===== config.mk =====
export PLATFORM = sky130hd
export DESIGN_NAME = l1b_core
export DESIGN_NICKNAME = d
export VERILOG_FILES = /design/src/design/l1b_pkg.sv /design/src/design/l1b_sync.sv /design/src/design/l1b_core.sv
export SDC_FILE = /design/constraint.sdc
export NUM_CORES = 1
export LEC_CHECK = 0
export BUFFER_PORTS_ARGS = -buffer_cell sky130_fd_sc_hd__buf_2
export CAP_MARGIN = 25
export CELL_PAD_IN_SITES_DETAIL_PLACEMENT = 1
export CELL_PAD_IN_SITES_GLOBAL_PLACEMENT = 1
export CORE_MARGIN = 10
export CORE_UTILIZATION = 31
export DETAILED_ROUTE_END_ITERATION = 7
export PLACE_DENSITY_LB_ADDON = 0.2
export SYNTH_ARGS = -nofsm -noshare
export SYNTH_HDL_FRONTEND = slang
export SYNTH_HIERARCHICAL = 1
export SYNTH_SLANG_ARGS = --single-unit

===== constraint.sdc =====
create_clock -name clk -period 8.75 [get_ports clk]
set_clock_uncertainty 0.2 [all_clocks]
set_input_delay 0.875 -clock clk [delete_from_list [all_inputs] [get_ports clk]]
set_output_delay 0.875 -clock clk [all_outputs]
set_load 0.02 [all_outputs]

===== src/design/l1b_pkg.sv =====
// Purpose: shared constants for the layer-1 bus power and command block
// Assumes: 10 MHz system clock, 8-bit register port with 4-bit address
// Notes:   command and indication codes are 4-bit field values
package l1b_pkg;
   // -------------------------------------------------------------------
   // clock and timing
   // -------------------------------------------------------------------
   localparam int unsigned CLK_HZ           = 10_000_000;
   localparam int unsigned RESTART_TIME_US  = 200;
   localparam int unsigned RESTART_CYCLES   = RESTART_TIME_US * (CLK_HZ / 1_000_000);
   localparam int unsigned CONT_PULSE_HZ    = 96_000;
   localparam int unsigned SINGLE_PULSE_HZ  = 2_000;
   localparam int unsigned CONT_PERIOD      = CLK_HZ / CONT_PULSE_HZ;
   localparam int unsigned SINGLE_PERIOD    = CLK_HZ / SINGLE_PULSE_HZ;
   localparam int unsigned BCLK_HALF        = 4;
   localparam int unsigned FRAME_BITS       = 32;
   localparam int unsigned CI0_FIRST        = 26;
   localparam int unsigned CI0_LAST         = 29;
   localparam int unsigned DEACT_FRAMES     = 4;
   localparam int unsigned TIMING_LOST      = 64;

   // -------------------------------------------------------------------
   // register offsets
   // -------------------------------------------------------------------
   localparam logic [3:0] REG_CTRL        = 4'h0;
   localparam logic [3:0] REG_CI_TX       = 4'h1;
   localparam logic [3:0] REG_CI_RX       = 4'h2;
   localparam logic [3:0] REG_IRQ_STATUS  = 4'h3;
   localparam logic [3:0] REG_MASK        = 4'h4;
   localparam logic [3:0] REG_TEST_STATUS = 4'h5;

   // ctrl fields
   localparam int unsigned CTRL_CFS  = 0;
   localparam int unsigned CTRL_SPU  = 1;
   localparam int unsigned CTRL_BMS  = 2;
   localparam int unsigned CTRL_MODE = 3;
   localparam logic [7:0] CTRL_RESET = 8'h00;
   localparam logic [3:0] CI_TX_RESET = 4'hF;
   localparam logic       MASK_RESET = 1'b0;

   // operating modes in ctrl[4:3]
   localparam logic [1:0] MODE_TE   = 2'h0;
   localparam logic [1:0] MODE_NT   = 2'h1;
   localparam logic [1:0] MODE_LT_T = 2'h2;
   localparam logic [1:0] MODE_LT_S = 2'h3;

   // -------------------------------------------------------------------
   // commands (software to layer 1)
   // -------------------------------------------------------------------
   localparam logic [3:0] CMD_CLOCK_REQUEST = 4'h0;
   localparam logic [3:0] CMD_RESET         = 4'h1;
   localparam logic [3:0] CMD_SINGLE_ZEROS  = 4'h2;
   localparam logic [3:0] CMD_CONT_ZEROS    = 4'h4;
   localparam logic [3:0] CMD_ACT_PRIO8     = 4'h8;
   localparam logic [3:0] CMD_ACT_PRIO10    = 4'h9;
   localparam logic [3:0] CMD_ACT_LOOP3     = 4'hA;
   localparam logic [3:0] CMD_DEACT_UP      = 4'hF;

   // indications (layer 1 to software)
   localparam logic [3:0] IND_ERROR         = 4'h6;
   localparam logic [3:0] IND_POWERED_UP    = 4'h7;
   localparam logic [3:0] IND_TEST          = 4'hA;
   localparam logic [3:0] IND_ACT_PRIO8     = 4'hC;
   localparam logic [3:0] IND_ACT_PRIO10    = 4'hD;
   localparam logic [3:0] IND_DEACT_DOWN    = 4'hF;

   typedef enum logic [1:0] {
      PWR_ACTIVE  = 2'b00,
      PWR_DEACT   = 2'b01,
      PWR_DOWN    = 2'b11,
      PWR_RESTART = 2'b10
   } l1b_pwr_e;
endpackage : l1b_pkg


===== src/design/l1b_sync.sv =====
// Purpose: two-stage synchroniser with rising-edge pulse
// Assumes: d is asynchronous to clk
// Notes:   edge detect looks only at the second stage and later
`timescale 1ns/100ps
module l1b_sync (
   input  wire logic clk,
   input  wire logic rst_b,
   input  wire logic d,
   output logic      q,
   output logic      rise
);
   logic meta;
   logic q_d;

   // -------------------------------------------------------------------
   // synchroniser
   // -------------------------------------------------------------------
   always_ff @(posedge clk) begin
      if (!rst_b) begin
         meta <= 1'b0;
         q    <= 1'b0;
         q_d  <= 1'b0;
      end else begin
         meta <= d;
         q    <= meta;
         q_d  <= q;
      end
   end

   assign rise = q & ~q_d;
endmodule : l1b_sync


===== src/design/l1b_core.sv =====
// Purpose: bus timing power control and command field decode for layer 1
// Assumes: one 10 MHz clock; external bus clocks are sampled, not clocked on
// Notes:   terminal mode makes bit_clock by division, other modes take it in
//
// Chosen here: the register addresses and the strobed register port.
`timescale 1ns/100ps
module l1b_core #(
   parameter int unsigned RESTART_CYCLES = l1b_pkg::RESTART_CYCLES,
   parameter int unsigned SINGLE_PERIOD  = l1b_pkg::SINGLE_PERIOD,
   parameter int unsigned CONT_PERIOD    = l1b_pkg::CONT_PERIOD
) (
   input  wire logic       clk,
   input  wire logic       rst_b,
   input  wire logic [3:0] addr,
   input  wire logic [7:0] wr_data,
   input  wire logic       wr_en,
   input  wire logic       rd_en,
   output logic      [7:0] rd_data,
   input  wire logic       bit_clock_in,
   input  wire logic       frame_sync_in,
   input  wire logic       line_signal,
   output logic            bit_clock,
   output logic            frame_sync,
   output logic            bus_clock_drive,
   output logic            upstream_data_line,
   output logic            downstream_data_line,
   output logic            irq_line_out,
   output logic            irq_line_oe_b,
   output logic            osc_enable,
   output logic            line_pulse_pos,
   output logic            line_pulse_neg,
   output logic            loop3_active,
   output logic            bchan_enable
);
   // -------------------------------------------------------------------
   // declarations
   // -------------------------------------------------------------------
   typedef l1b_pkg::l1b_pwr_e l1b_pwr_state_t;

   logic              clock_off_select;
   logic              software_power_up;
   logic              bus_mode_select;
   logic [1:0]        op_mode;
   logic [3:0]        ci_transmit_register;
   logic [3:0]        ci_receive_register;
   logic              ci_sq_change_irq;
   logic              irq_mask;
   l1b_pwr_state_t    pwr_state;
   logic [11:0]       restart_cnt;
   logic [2:0]        deact_cnt;
   logic [3:0]        div_cnt;
   logic [3:0]        next_div;
   logic [4:0]        bit_idx;
   logic [4:0]        next_idx;
   logic [6:0]        lost_cnt;
   logic              bclk_q;
   logic              bclk_rise;
   logic              fsync_q;
   logic              line_q;
   logic              te_mode;
   logic              clk_run;
   logic              rise;
   logic              ci0_end;
   logic              timing_present;
   logic              nt_request;
   logic              act_req;
   logic              prio10;
   logic              cont_pulses;
   logic              single_pulses;
   logic              sw_reset;
   logic              activated;
   logic [3:0]        indication;
   logic [12:0]       pulse_cnt;
   logic              pulse_phase;
   logic              ci_sq_change_irq_pending;
   logic              rd_ci_rx;
   logic              stop_now;
   logic              bus_stopped;

   assign te_mode  = (op_mode == l1b_pkg::MODE_TE);
   assign rd_ci_rx = rd_en && (addr == l1b_pkg::REG_CI_RX);

   // -------------------------------------------------------------------
   // pin synchronisers
   // -------------------------------------------------------------------
   l1b_sync u_sync_bclk (
      .clk   (clk),
      .rst_b (rst_b),
      .d     (bit_clock_in),
      .q     (bclk_q),
      .rise  (bclk_rise)
   );

   l1b_sync u_sync_fsync (
      .clk   (clk),
      .rst_b (rst_b),
      .d     (frame_sync_in),
      .q     (fsync_q),
      .rise  ()
   );

   l1b_sync u_sync_line (
      .clk   (clk),
      .rst_b (rst_b),
      .d     (line_signal),
      .q     (line_q),
      .rise  ()
   );

   // -------------------------------------------------------------------
   // register writes
   // -------------------------------------------------------------------
   always_ff @(posedge clk) begin
      if (!rst_b) begin
         clock_off_select     <= l1b_pkg::CTRL_RESET[l1b_pkg::CTRL_CFS];
         software_power_up    <= l1b_pkg::CTRL_RESET[l1b_pkg::CTRL_SPU];
         bus_mode_select      <= l1b_pkg::CTRL_RESET[l1b_pkg::CTRL_BMS];
         op_mode              <= l1b_pkg::CTRL_RESET[l1b_pkg::CTRL_MODE +: 2];
         ci_transmit_register <= l1b_pkg::CI_TX_RESET;
         irq_mask             <= l1b_pkg::MASK_RESET;
      end else if (wr_en) begin
         if (addr == l1b_pkg::REG_CTRL) begin
            clock_off_select  <= wr_data[l1b_pkg::CTRL_CFS];
            software_power_up <= wr_data[l1b_pkg::CTRL_SPU];
            bus_mode_select   <= wr_data[l1b_pkg::CTRL_BMS];
            op_mode           <= wr_data[l1b_pkg::CTRL_MODE +: 2];
         end else if (addr == l1b_pkg::REG_CI_TX) begin
            ci_transmit_register <= wr_data[3:0];
         end else if (addr == l1b_pkg::REG_MASK) begin
            irq_mask <= wr_data[0];
         end
      end
   end

   // -------------------------------------------------------------------
   // bit timing: own divider in terminal mode, sampled edges otherwise
   // -------------------------------------------------------------------
   assign clk_run = te_mode && (pwr_state == l1b_pkg::PWR_ACTIVE ||
                                pwr_state == l1b_pkg::PWR_DEACT);
   assign rise    = te_mode ? (clk_run && div_cnt == 4'h0) : bclk_rise;

   always_comb begin
      next_div = 4'h0;
      if (clk_run && div_cnt != 4'((2 * l1b_pkg::BCLK_HALF) - 1)) begin
         next_div = div_cnt + 4'h1;
      end
   end

   always_comb begin
      next_idx = bit_idx;
      if (!te_mode && fsync_q) begin
         next_idx = 5'h0;
      end else if (bit_idx == 5'(l1b_pkg::FRAME_BITS - 1)) begin
         next_idx = 5'h0;
      end else begin
         next_idx = bit_idx + 5'h1;
      end
   end

   assign ci0_end = rise && (next_idx == 5'(l1b_pkg::CI0_LAST + 1));

   // the rise that would open bit 30 of the fourth frame is never shown
   assign stop_now = (pwr_state == l1b_pkg::PWR_DEACT) && ci0_end &&
                     clock_off_select &&
                     (ci_transmit_register == l1b_pkg::CMD_DEACT_UP) &&
                     (deact_cnt == 3'(l1b_pkg::DEACT_FRAMES - 1));

   // external modes keep their levels between sampled edges
   assign bus_stopped = te_mode && !clk_run;

   always_ff @(posedge clk) begin
      if (!rst_b) begin
         div_cnt   <= 4'h0;
         bit_clock <= 1'b0;
      end else begin
         div_cnt   <= next_div;
         // rises in the same cycle as the data update, so bits line up
         bit_clock <= clk_run && !stop_now &&
                      (div_cnt < 4'(l1b_pkg::BCLK_HALF));
      end
   end

   always_ff @(posedge clk) begin
      if (!rst_b) begin
         bit_idx <= 5'h0;
      end else if (pwr_state == l1b_pkg::PWR_RESTART) begin
         // preset so the first rise opens the bit after the field
         bit_idx <= 5'(l1b_pkg::CI0_LAST);
      end else if (rise) begin
         bit_idx <= next_idx;
      end
   end

   // external clocks may stop; watch for their absence
   always_ff @(posedge clk) begin
      if (!rst_b) begin
         lost_cnt <= 7'(l1b_pkg::TIMING_LOST);
      end else if (bclk_rise) begin
         lost_cnt <= 7'h00;
      end else if (lost_cnt != 7'(l1b_pkg::TIMING_LOST)) begin
         lost_cnt <= lost_cnt + 7'h01;
      end
   end

   assign timing_present = (lost_cnt != 7'(l1b_pkg::TIMING_LOST));

   // -------------------------------------------------------------------
   // bus power state
   // -------------------------------------------------------------------
   always_ff @(posedge clk) begin
      if (!rst_b) begin
         pwr_state   <= l1b_pkg::PWR_ACTIVE;
         deact_cnt   <= 3'h0;
         restart_cnt <= 12'h000;
      end else if (!te_mode) begin
         pwr_state <= l1b_pkg::PWR_ACTIVE;
      end else begin
         case (pwr_state)
            l1b_pkg::PWR_ACTIVE: begin
               deact_cnt <= 3'h0;
               // only a deactivate request (also the ci_transmit_register reset value) with clocks-off allowed
               if (ci0_end && clock_off_select &&
                   ci_transmit_register == l1b_pkg::CMD_DEACT_UP) begin
                  pwr_state <= l1b_pkg::PWR_DEACT;
               end
            end
            l1b_pkg::PWR_DEACT: begin
               if (!clock_off_select ||
                   ci_transmit_register != l1b_pkg::CMD_DEACT_UP) begin
                  pwr_state <= l1b_pkg::PWR_ACTIVE;
               end else if (ci0_end) begin
                  if (deact_cnt == 3'(l1b_pkg::DEACT_FRAMES - 1)) begin
                     pwr_state <= l1b_pkg::PWR_DOWN;
                  end
                  deact_cnt <= deact_cnt + 3'h1;
               end
            end
            l1b_pkg::PWR_DOWN: begin
               restart_cnt <= 12'h000;
               if (software_power_up || !clock_off_select || line_q ||
                   ci_transmit_register == l1b_pkg::CMD_CLOCK_REQUEST) begin
                  pwr_state <= l1b_pkg::PWR_RESTART;
               end
            end
            l1b_pkg::PWR_RESTART: begin
               // oscillator start-up time before the bus clocks resume
               if (restart_cnt == 12'(RESTART_CYCLES - 1)) begin
                  pwr_state <= l1b_pkg::PWR_ACTIVE;
               end
               restart_cnt <= restart_cnt + 12'h001;
            end
            default: pwr_state <= l1b_pkg::PWR_ACTIVE;
         endcase
      end
   end

   always_ff @(posedge clk) begin
      if (!rst_b) begin
         osc_enable <= 1'b1;
      end else begin
         osc_enable <= !(te_mode && pwr_state == l1b_pkg::PWR_DOWN);
      end
   end

   // network mode: terminal wants activation while no clocks arrive
   always_ff @(posedge clk) begin
      if (!rst_b) begin
         nt_request <= 1'b0;
      end else begin
         nt_request <= (op_mode == l1b_pkg::MODE_NT) && line_q && !timing_present;
      end
   end

   // -------------------------------------------------------------------
   // command decode
   // -------------------------------------------------------------------
   always_ff @(posedge clk) begin
      if (!rst_b) begin
         act_req       <= 1'b0;
         prio10        <= 1'b0;
         cont_pulses   <= 1'b0;
         single_pulses <= 1'b0;
         sw_reset      <= 1'b0;
         loop3_active  <= 1'b0;
      end else begin
         act_req       <= ci_transmit_register == l1b_pkg::CMD_ACT_PRIO8 ||
                          ci_transmit_register == l1b_pkg::CMD_ACT_PRIO10;
         prio10        <= ci_transmit_register == l1b_pkg::CMD_ACT_PRIO10;
         cont_pulses   <= ci_transmit_register == l1b_pkg::CMD_CONT_ZEROS;
         single_pulses <= ci_transmit_register == l1b_pkg::CMD_SINGLE_ZEROS;
         sw_reset      <= ci_transmit_register == l1b_pkg::CMD_RESET;
         loop3_active  <= ci_transmit_register == l1b_pkg::CMD_ACT_LOOP3;
      end
   end

   assign activated = act_req && line_q;

   always_ff @(posedge clk) begin
      if (!rst_b) begin
         bchan_enable <= 1'b0;
      end else begin
         // second bus mode wants the activate command to stay written
         bchan_enable <= activated && (act_req || !bus_mode_select);
      end
   end

   // test pulses: one shared divider, polarity alternates per pulse
   always_ff @(posedge clk) begin
      if (!rst_b) begin
         pulse_cnt      <= 13'h0000;
         pulse_phase    <= 1'b0;
         line_pulse_pos <= 1'b0;
         line_pulse_neg <= 1'b0;
      end else if (!(cont_pulses || single_pulses)) begin
         pulse_cnt      <= 13'h0000;
         line_pulse_pos <= 1'b0;
         line_pulse_neg <= 1'b0;
      end else if (pulse_cnt == (cont_pulses ? 13'(CONT_PERIOD - 1)
                                             : 13'(SINGLE_PERIOD - 1))) begin
         pulse_cnt      <= 13'h0000;
         pulse_phase    <= ~pulse_phase;
         line_pulse_pos <= ~pulse_phase;
         line_pulse_neg <= pulse_phase;
      end else begin
         pulse_cnt      <= pulse_cnt + 13'h0001;
         line_pulse_pos <= 1'b0;
         line_pulse_neg <= 1'b0;
      end
   end

   // -------------------------------------------------------------------
   // indication and change flag
   // -------------------------------------------------------------------
   always_comb begin
      indication = l1b_pkg::IND_POWERED_UP;
      if (pwr_state != l1b_pkg::PWR_ACTIVE) begin
         indication = l1b_pkg::IND_DEACT_DOWN;
      end else if (sw_reset) begin
         indication = l1b_pkg::IND_ERROR;
      end else if (loop3_active || cont_pulses) begin
         indication = l1b_pkg::IND_TEST;
      end else if (activated) begin
         indication = prio10 ? l1b_pkg::IND_ACT_PRIO10 : l1b_pkg::IND_ACT_PRIO8;
      end
   end

   always_ff @(posedge clk) begin
      if (!rst_b) begin
         ci_receive_register <= l1b_pkg::IND_POWERED_UP;
         ci_sq_change_irq    <= 1'b0;
      end else begin
         ci_receive_register <= indication;
         // a new change beats the clearing read in the same cycle
         if (indication != ci_receive_register || (nt_request == 1'b0 &&
             (op_mode == l1b_pkg::MODE_NT) && line_q && !timing_present)) begin
            ci_sq_change_irq <= 1'b1;
         end else if (rd_ci_rx) begin
            ci_sq_change_irq <= 1'b0;
         end
      end
   end

   assign ci_sq_change_irq_pending = ci_sq_change_irq && !irq_mask;

   // open-drain interrupt pin, follows bit_clock rise while clocks run
   always_ff @(posedge clk) begin
      if (!rst_b) begin
         irq_line_out  <= 1'b0;
         irq_line_oe_b <= 1'b1;
      end else if (rise || bus_stopped) begin
         irq_line_out  <= 1'b0;
         irq_line_oe_b <= !ci_sq_change_irq_pending;
      end
   end

   // -------------------------------------------------------------------
   // bus data and framing outputs
   // -------------------------------------------------------------------
   always_ff @(posedge clk) begin
      if (!rst_b) begin
         frame_sync           <= 1'b0;
         bus_clock_drive      <= 1'b0;
         upstream_data_line   <= 1'b1;
         downstream_data_line <= 1'b1;
      end else begin
         bus_clock_drive <= te_mode;
         if (software_power_up) begin
            upstream_data_line <= 1'b0;
         end else if (rise && next_idx >= 5'(l1b_pkg::CI0_FIRST) &&
                      next_idx <= 5'(l1b_pkg::CI0_LAST)) begin
            // command code sent again in every frame, msb first
            upstream_data_line <= ci_transmit_register[
               2'(l1b_pkg::CI0_LAST - 32'(next_idx))];
         end else if (rise || bus_stopped) begin
            upstream_data_line <= 1'b1;
         end
         if (nt_request) begin
            downstream_data_line <= 1'b0;
         end else if (rise && next_idx >= 5'(l1b_pkg::CI0_FIRST) &&
                      next_idx <= 5'(l1b_pkg::CI0_LAST)) begin
            downstream_data_line <= indication[
               2'(l1b_pkg::CI0_LAST - 32'(next_idx))];
         end else if (rise || bus_stopped) begin
            downstream_data_line <= 1'b1;
         end
         if (rise) begin
            frame_sync <= te_mode && (next_idx == 5'h0);
         end else if (!clk_run) begin
            frame_sync <= 1'b0;
         end
      end
   end

   // -------------------------------------------------------------------
   // register reads: data in the cycle after the strobe
   // -------------------------------------------------------------------
   always_ff @(posedge clk) begin
      if (!rst_b) begin
         rd_data <= 8'h00;
      end else if (rd_en) begin
         if (addr == l1b_pkg::REG_CTRL) begin
            rd_data <= {3'h0, op_mode, bus_mode_select, software_power_up,
                        clock_off_select};
         end else if (addr == l1b_pkg::REG_CI_TX) begin
            rd_data <= {4'h0, ci_transmit_register};
         end else if (addr == l1b_pkg::REG_CI_RX) begin
            rd_data <= {3'h0, ci_sq_change_irq, ci_receive_register};
         end else if (addr == l1b_pkg::REG_IRQ_STATUS) begin
            rd_data <= {4'h0, pwr_state, nt_request, ci_sq_change_irq};
         end else if (addr == l1b_pkg::REG_MASK) begin
            rd_data <= {7'h00, irq_mask};
         end else if (addr == l1b_pkg::REG_TEST_STATUS) begin
            rd_data <= {bchan_enable, activated, prio10, loop3_active, sw_reset,
                        single_pulses, cont_pulses, osc_enable};
         end else begin
            rd_data <= 8'h00;
         end
      end else begin
         rd_data <= 8'h00;
      end
   end
endmodule : l1b_core


==> reports/summary.log <==
qor: global_route.globalRouteOverflowTotal 0
qor: power.power_density 185 mW/mm²
qor: power.total_leakage_power 1.81 nW
qor: placement.port_buffers 34
qor: logic_synthesis.post_synth_instance_area 0.00423 mm²
qor: die.die_w 137 µm
qor: critical_path.regToRegSetupSlack 5.76 ns
qor: drt.drc_errors 0
qor: die.placeableCoreArea 0.0133 mm²
qor: placement.routabilityCongestion 0.803
qor: global_route.first_global_vias 3605
qor: cells_and_area.layout.cells.non_filler 690
qor: clock_tree.clock_tree_from_tritoncts built
qor: timing.finalHoldViolations 0
qor: cells_and_area.most_used_cells_in_the_layout_excluding_fill_and_tap_cells dfxtp_1 (94), nor2_1 (60), nand2_1 (45), buf_2 (34), nand3_1 (25)
qor: global_route.grt_antenna_before_repair 0
qor: critical_path.worst_ep_arrival_time 3.03 ns
qor: critical_path.path_cells ha_1, and3_1, ha_1, or3_1, or4_4, or4_1, o311ai_1
qor: clock_tree.cts_hold_repair.buffers 0
qor: drt.drt-vias-per-instance 5.03
qor: critical_path.cp_data_required_time 8.79 ns
qor: global_route.wire_length_of_the_first_global_routing_pass 18500 µm
qor: die.die_area 0.0187 mm²
qor: drt.via_total_after_detailed_routing 3472
qor: timing.rsz0062_at_grt no
qor: timing.setup_total_negative_slack 0 ns
qor: critical_path.worstSetupEndpointType flop
qor: cells_and_area.layout-drive-gt1-share 10.7%
qor: timing.timing.final.max_slew_violations 0
qor: clock_tree.cts_setup_buffers 0
qor: drt.routed_wl 11000 µm
qor: clock_tree.htree_num_levels 3
qor: timing.finalSetupViolations 0
qor: timing.max_slew_headroom 38.5%
qor: critical_path.crit_top_cell ha_1
qor: timing.finalWorstPathRequiredPeriod 2.99 ns
qor: power.peakVddDrop 85.0 µV
qor: hold_path.class_of_the_tightest_hold_or_removal_check flop to flop
qor: critical_path.timing.rr.end deact_cnt[2]
qor: drt.drt-wirelength-per-cell 15.9 µm
qor: placement.hpwl 8020 µm
qor: critical_path.critical_path_class flop to flop
qor: global_route.grt_max_degree 38
qor: clock_tree.clk_latency 0.34 ns
qor: critical_path.reg2reg_from bit_idx[0]
qor: hold_path.holdCritStartpoint u_sync_line/meta
qor: logic_synthesis.ys_warn_count 6
qor: clock_tree.ctsLongestPathBuffers 2
qor: run_status.status completed
qor: logic_synthesis.syn_area_per_cell 8.72 µm²
qor: clock_tree.clk_pin_slew 0.06 ns
qor: cells_and_area.layout.cells.most_common dfxtp_1
qor: critical_path.critical_path.startpoint_type flop
qor: cells_and_area.number_of_nets_at_the_end_of_the_flow 540
qor: drt.ant_nets 0
qor: die.num_rows 42
qor: critical_path.critPathSlowestCell or4_4
qor: clock_tree.cts_made_buffers 9
qor: timing.pin_slew_with_the_least_headroom_to_its_limit 0.920 ns
qor: critical_path.reg2regPathDepth 7
qor: timing.fmax 335 MHz
qor: die.initial_core_util 31.8%
qor: timing.timing.final.crit_share 34.2%
qor: die.ios 39
qor: logic_synthesis.synth_nets 514
qor: job.timing.max_cap.violations 0
qor: die.die_y 137 µm
qor: clock_tree.clkSinkCount 94
qor: hold_path.holdPathStages 1
qor: cells_and_area.antenna-diode-count 0
qor: global_route.global_route.usage.total 12.4%
qor: clock_tree.cts_root_buf clkbuf_16
qor: drt.firstDrtPassIters 4
qor: logic_synthesis.syn-instance-count 485
qor: cells_and_area.area.growth.synth_to_final 13.2%
qor: critical_path.timing.critical_path.slowest_cell_delay 0.61 ns
qor: drt.detail_route.iter0.violations 212
qor: clock_tree.cts.repair.resized 0
qor: placement.placed_cells_incl_taps 676
qor: critical_path.worstPathMaxFanout 8
qor: hold_path.whs_endpoint u_sync_line/q
-- critical path: cells and delay by family, from the launching register on --
family,cells,cell delay [ns]
AOI/OAI and AO/OA,1,0.08
adders and majority gates,2,0.44
DFF,1,0.35
and+or+nand+nor,4,1.82
-- metrics by stage --
step	worst slack (ns)	cell area (µm²)	power [mW]	utilization (%)	hold WS (ns)
5_1_grt	5.67	4790	0.933	36.0	0.244
3_3_place_gp	5.67	4530	0.539	34.1	0.216
4_1_cts	5.76	4790	0.898	36.0	0.236
6_report	5.76	4790	0.884	36.0	0.238
2_1_floorplan	5.98	4230	0.517	-	0.212
3_5_place_dp	5.61	4530	0.542	34.1	0.221
-- worst max path at each step --
| stage | slack (ns) | end | cells past startpoint | from |
|---|---|---|---|---|
| after floorplan | 5.98 | deact_cnt[2] | 8 | bit_idx[0] |
| after global placement | 5.67 | pulse_cnt[2] | 6 | rst_b |
| after detailed placement | 5.61 | pulse_cnt[8] | 6 | rst_b |
| after CTS | 5.76 | deact_cnt[2] | 7 | bit_idx[0] |
| after global routing | 5.67 | deact_cnt[2] | 7 | bit_idx[0] |
| final | 5.76 | deact_cnt[2] | 7 | bit_idx[0] |
-- report_power, final --
group | internal (mW) | switching [mW]
Combinational | 0.0308 | 0.0524
Clock | 0.196 | 0.157
Sequential | 0.438 | 0.00951
Total | 0.665 | 0.219
-- flip-flops by register name, indices dropped and copies added, names as in the netlist, 3 cells and up --
register,flops
bit_idx,5
deact_cnt,3
ci_receive_register,4
lost_cnt,7
pulse_cnt,13
ci_transmit_register,4
restart_cnt,12
rd_data,8
div_cnt,4
-- metal layers --
metal	wire length (µm)	track usage, %
met1	5380	16.3
met2	5040	19.2
met3	428	3.12
met4	157	4.39
met5	0	0
-- cell type report --
type                       count  area (µm²)
clock buffer                  12         246
clock inverter                 2        10.0
fill                        1573        8510
inverter                      16        60.1
multi-input combinational    355        2190
sequential                    94        1880
tap                          176         220
timing repair buffer          35         178
Note: power is estimated with default switching activity, not from simulation.
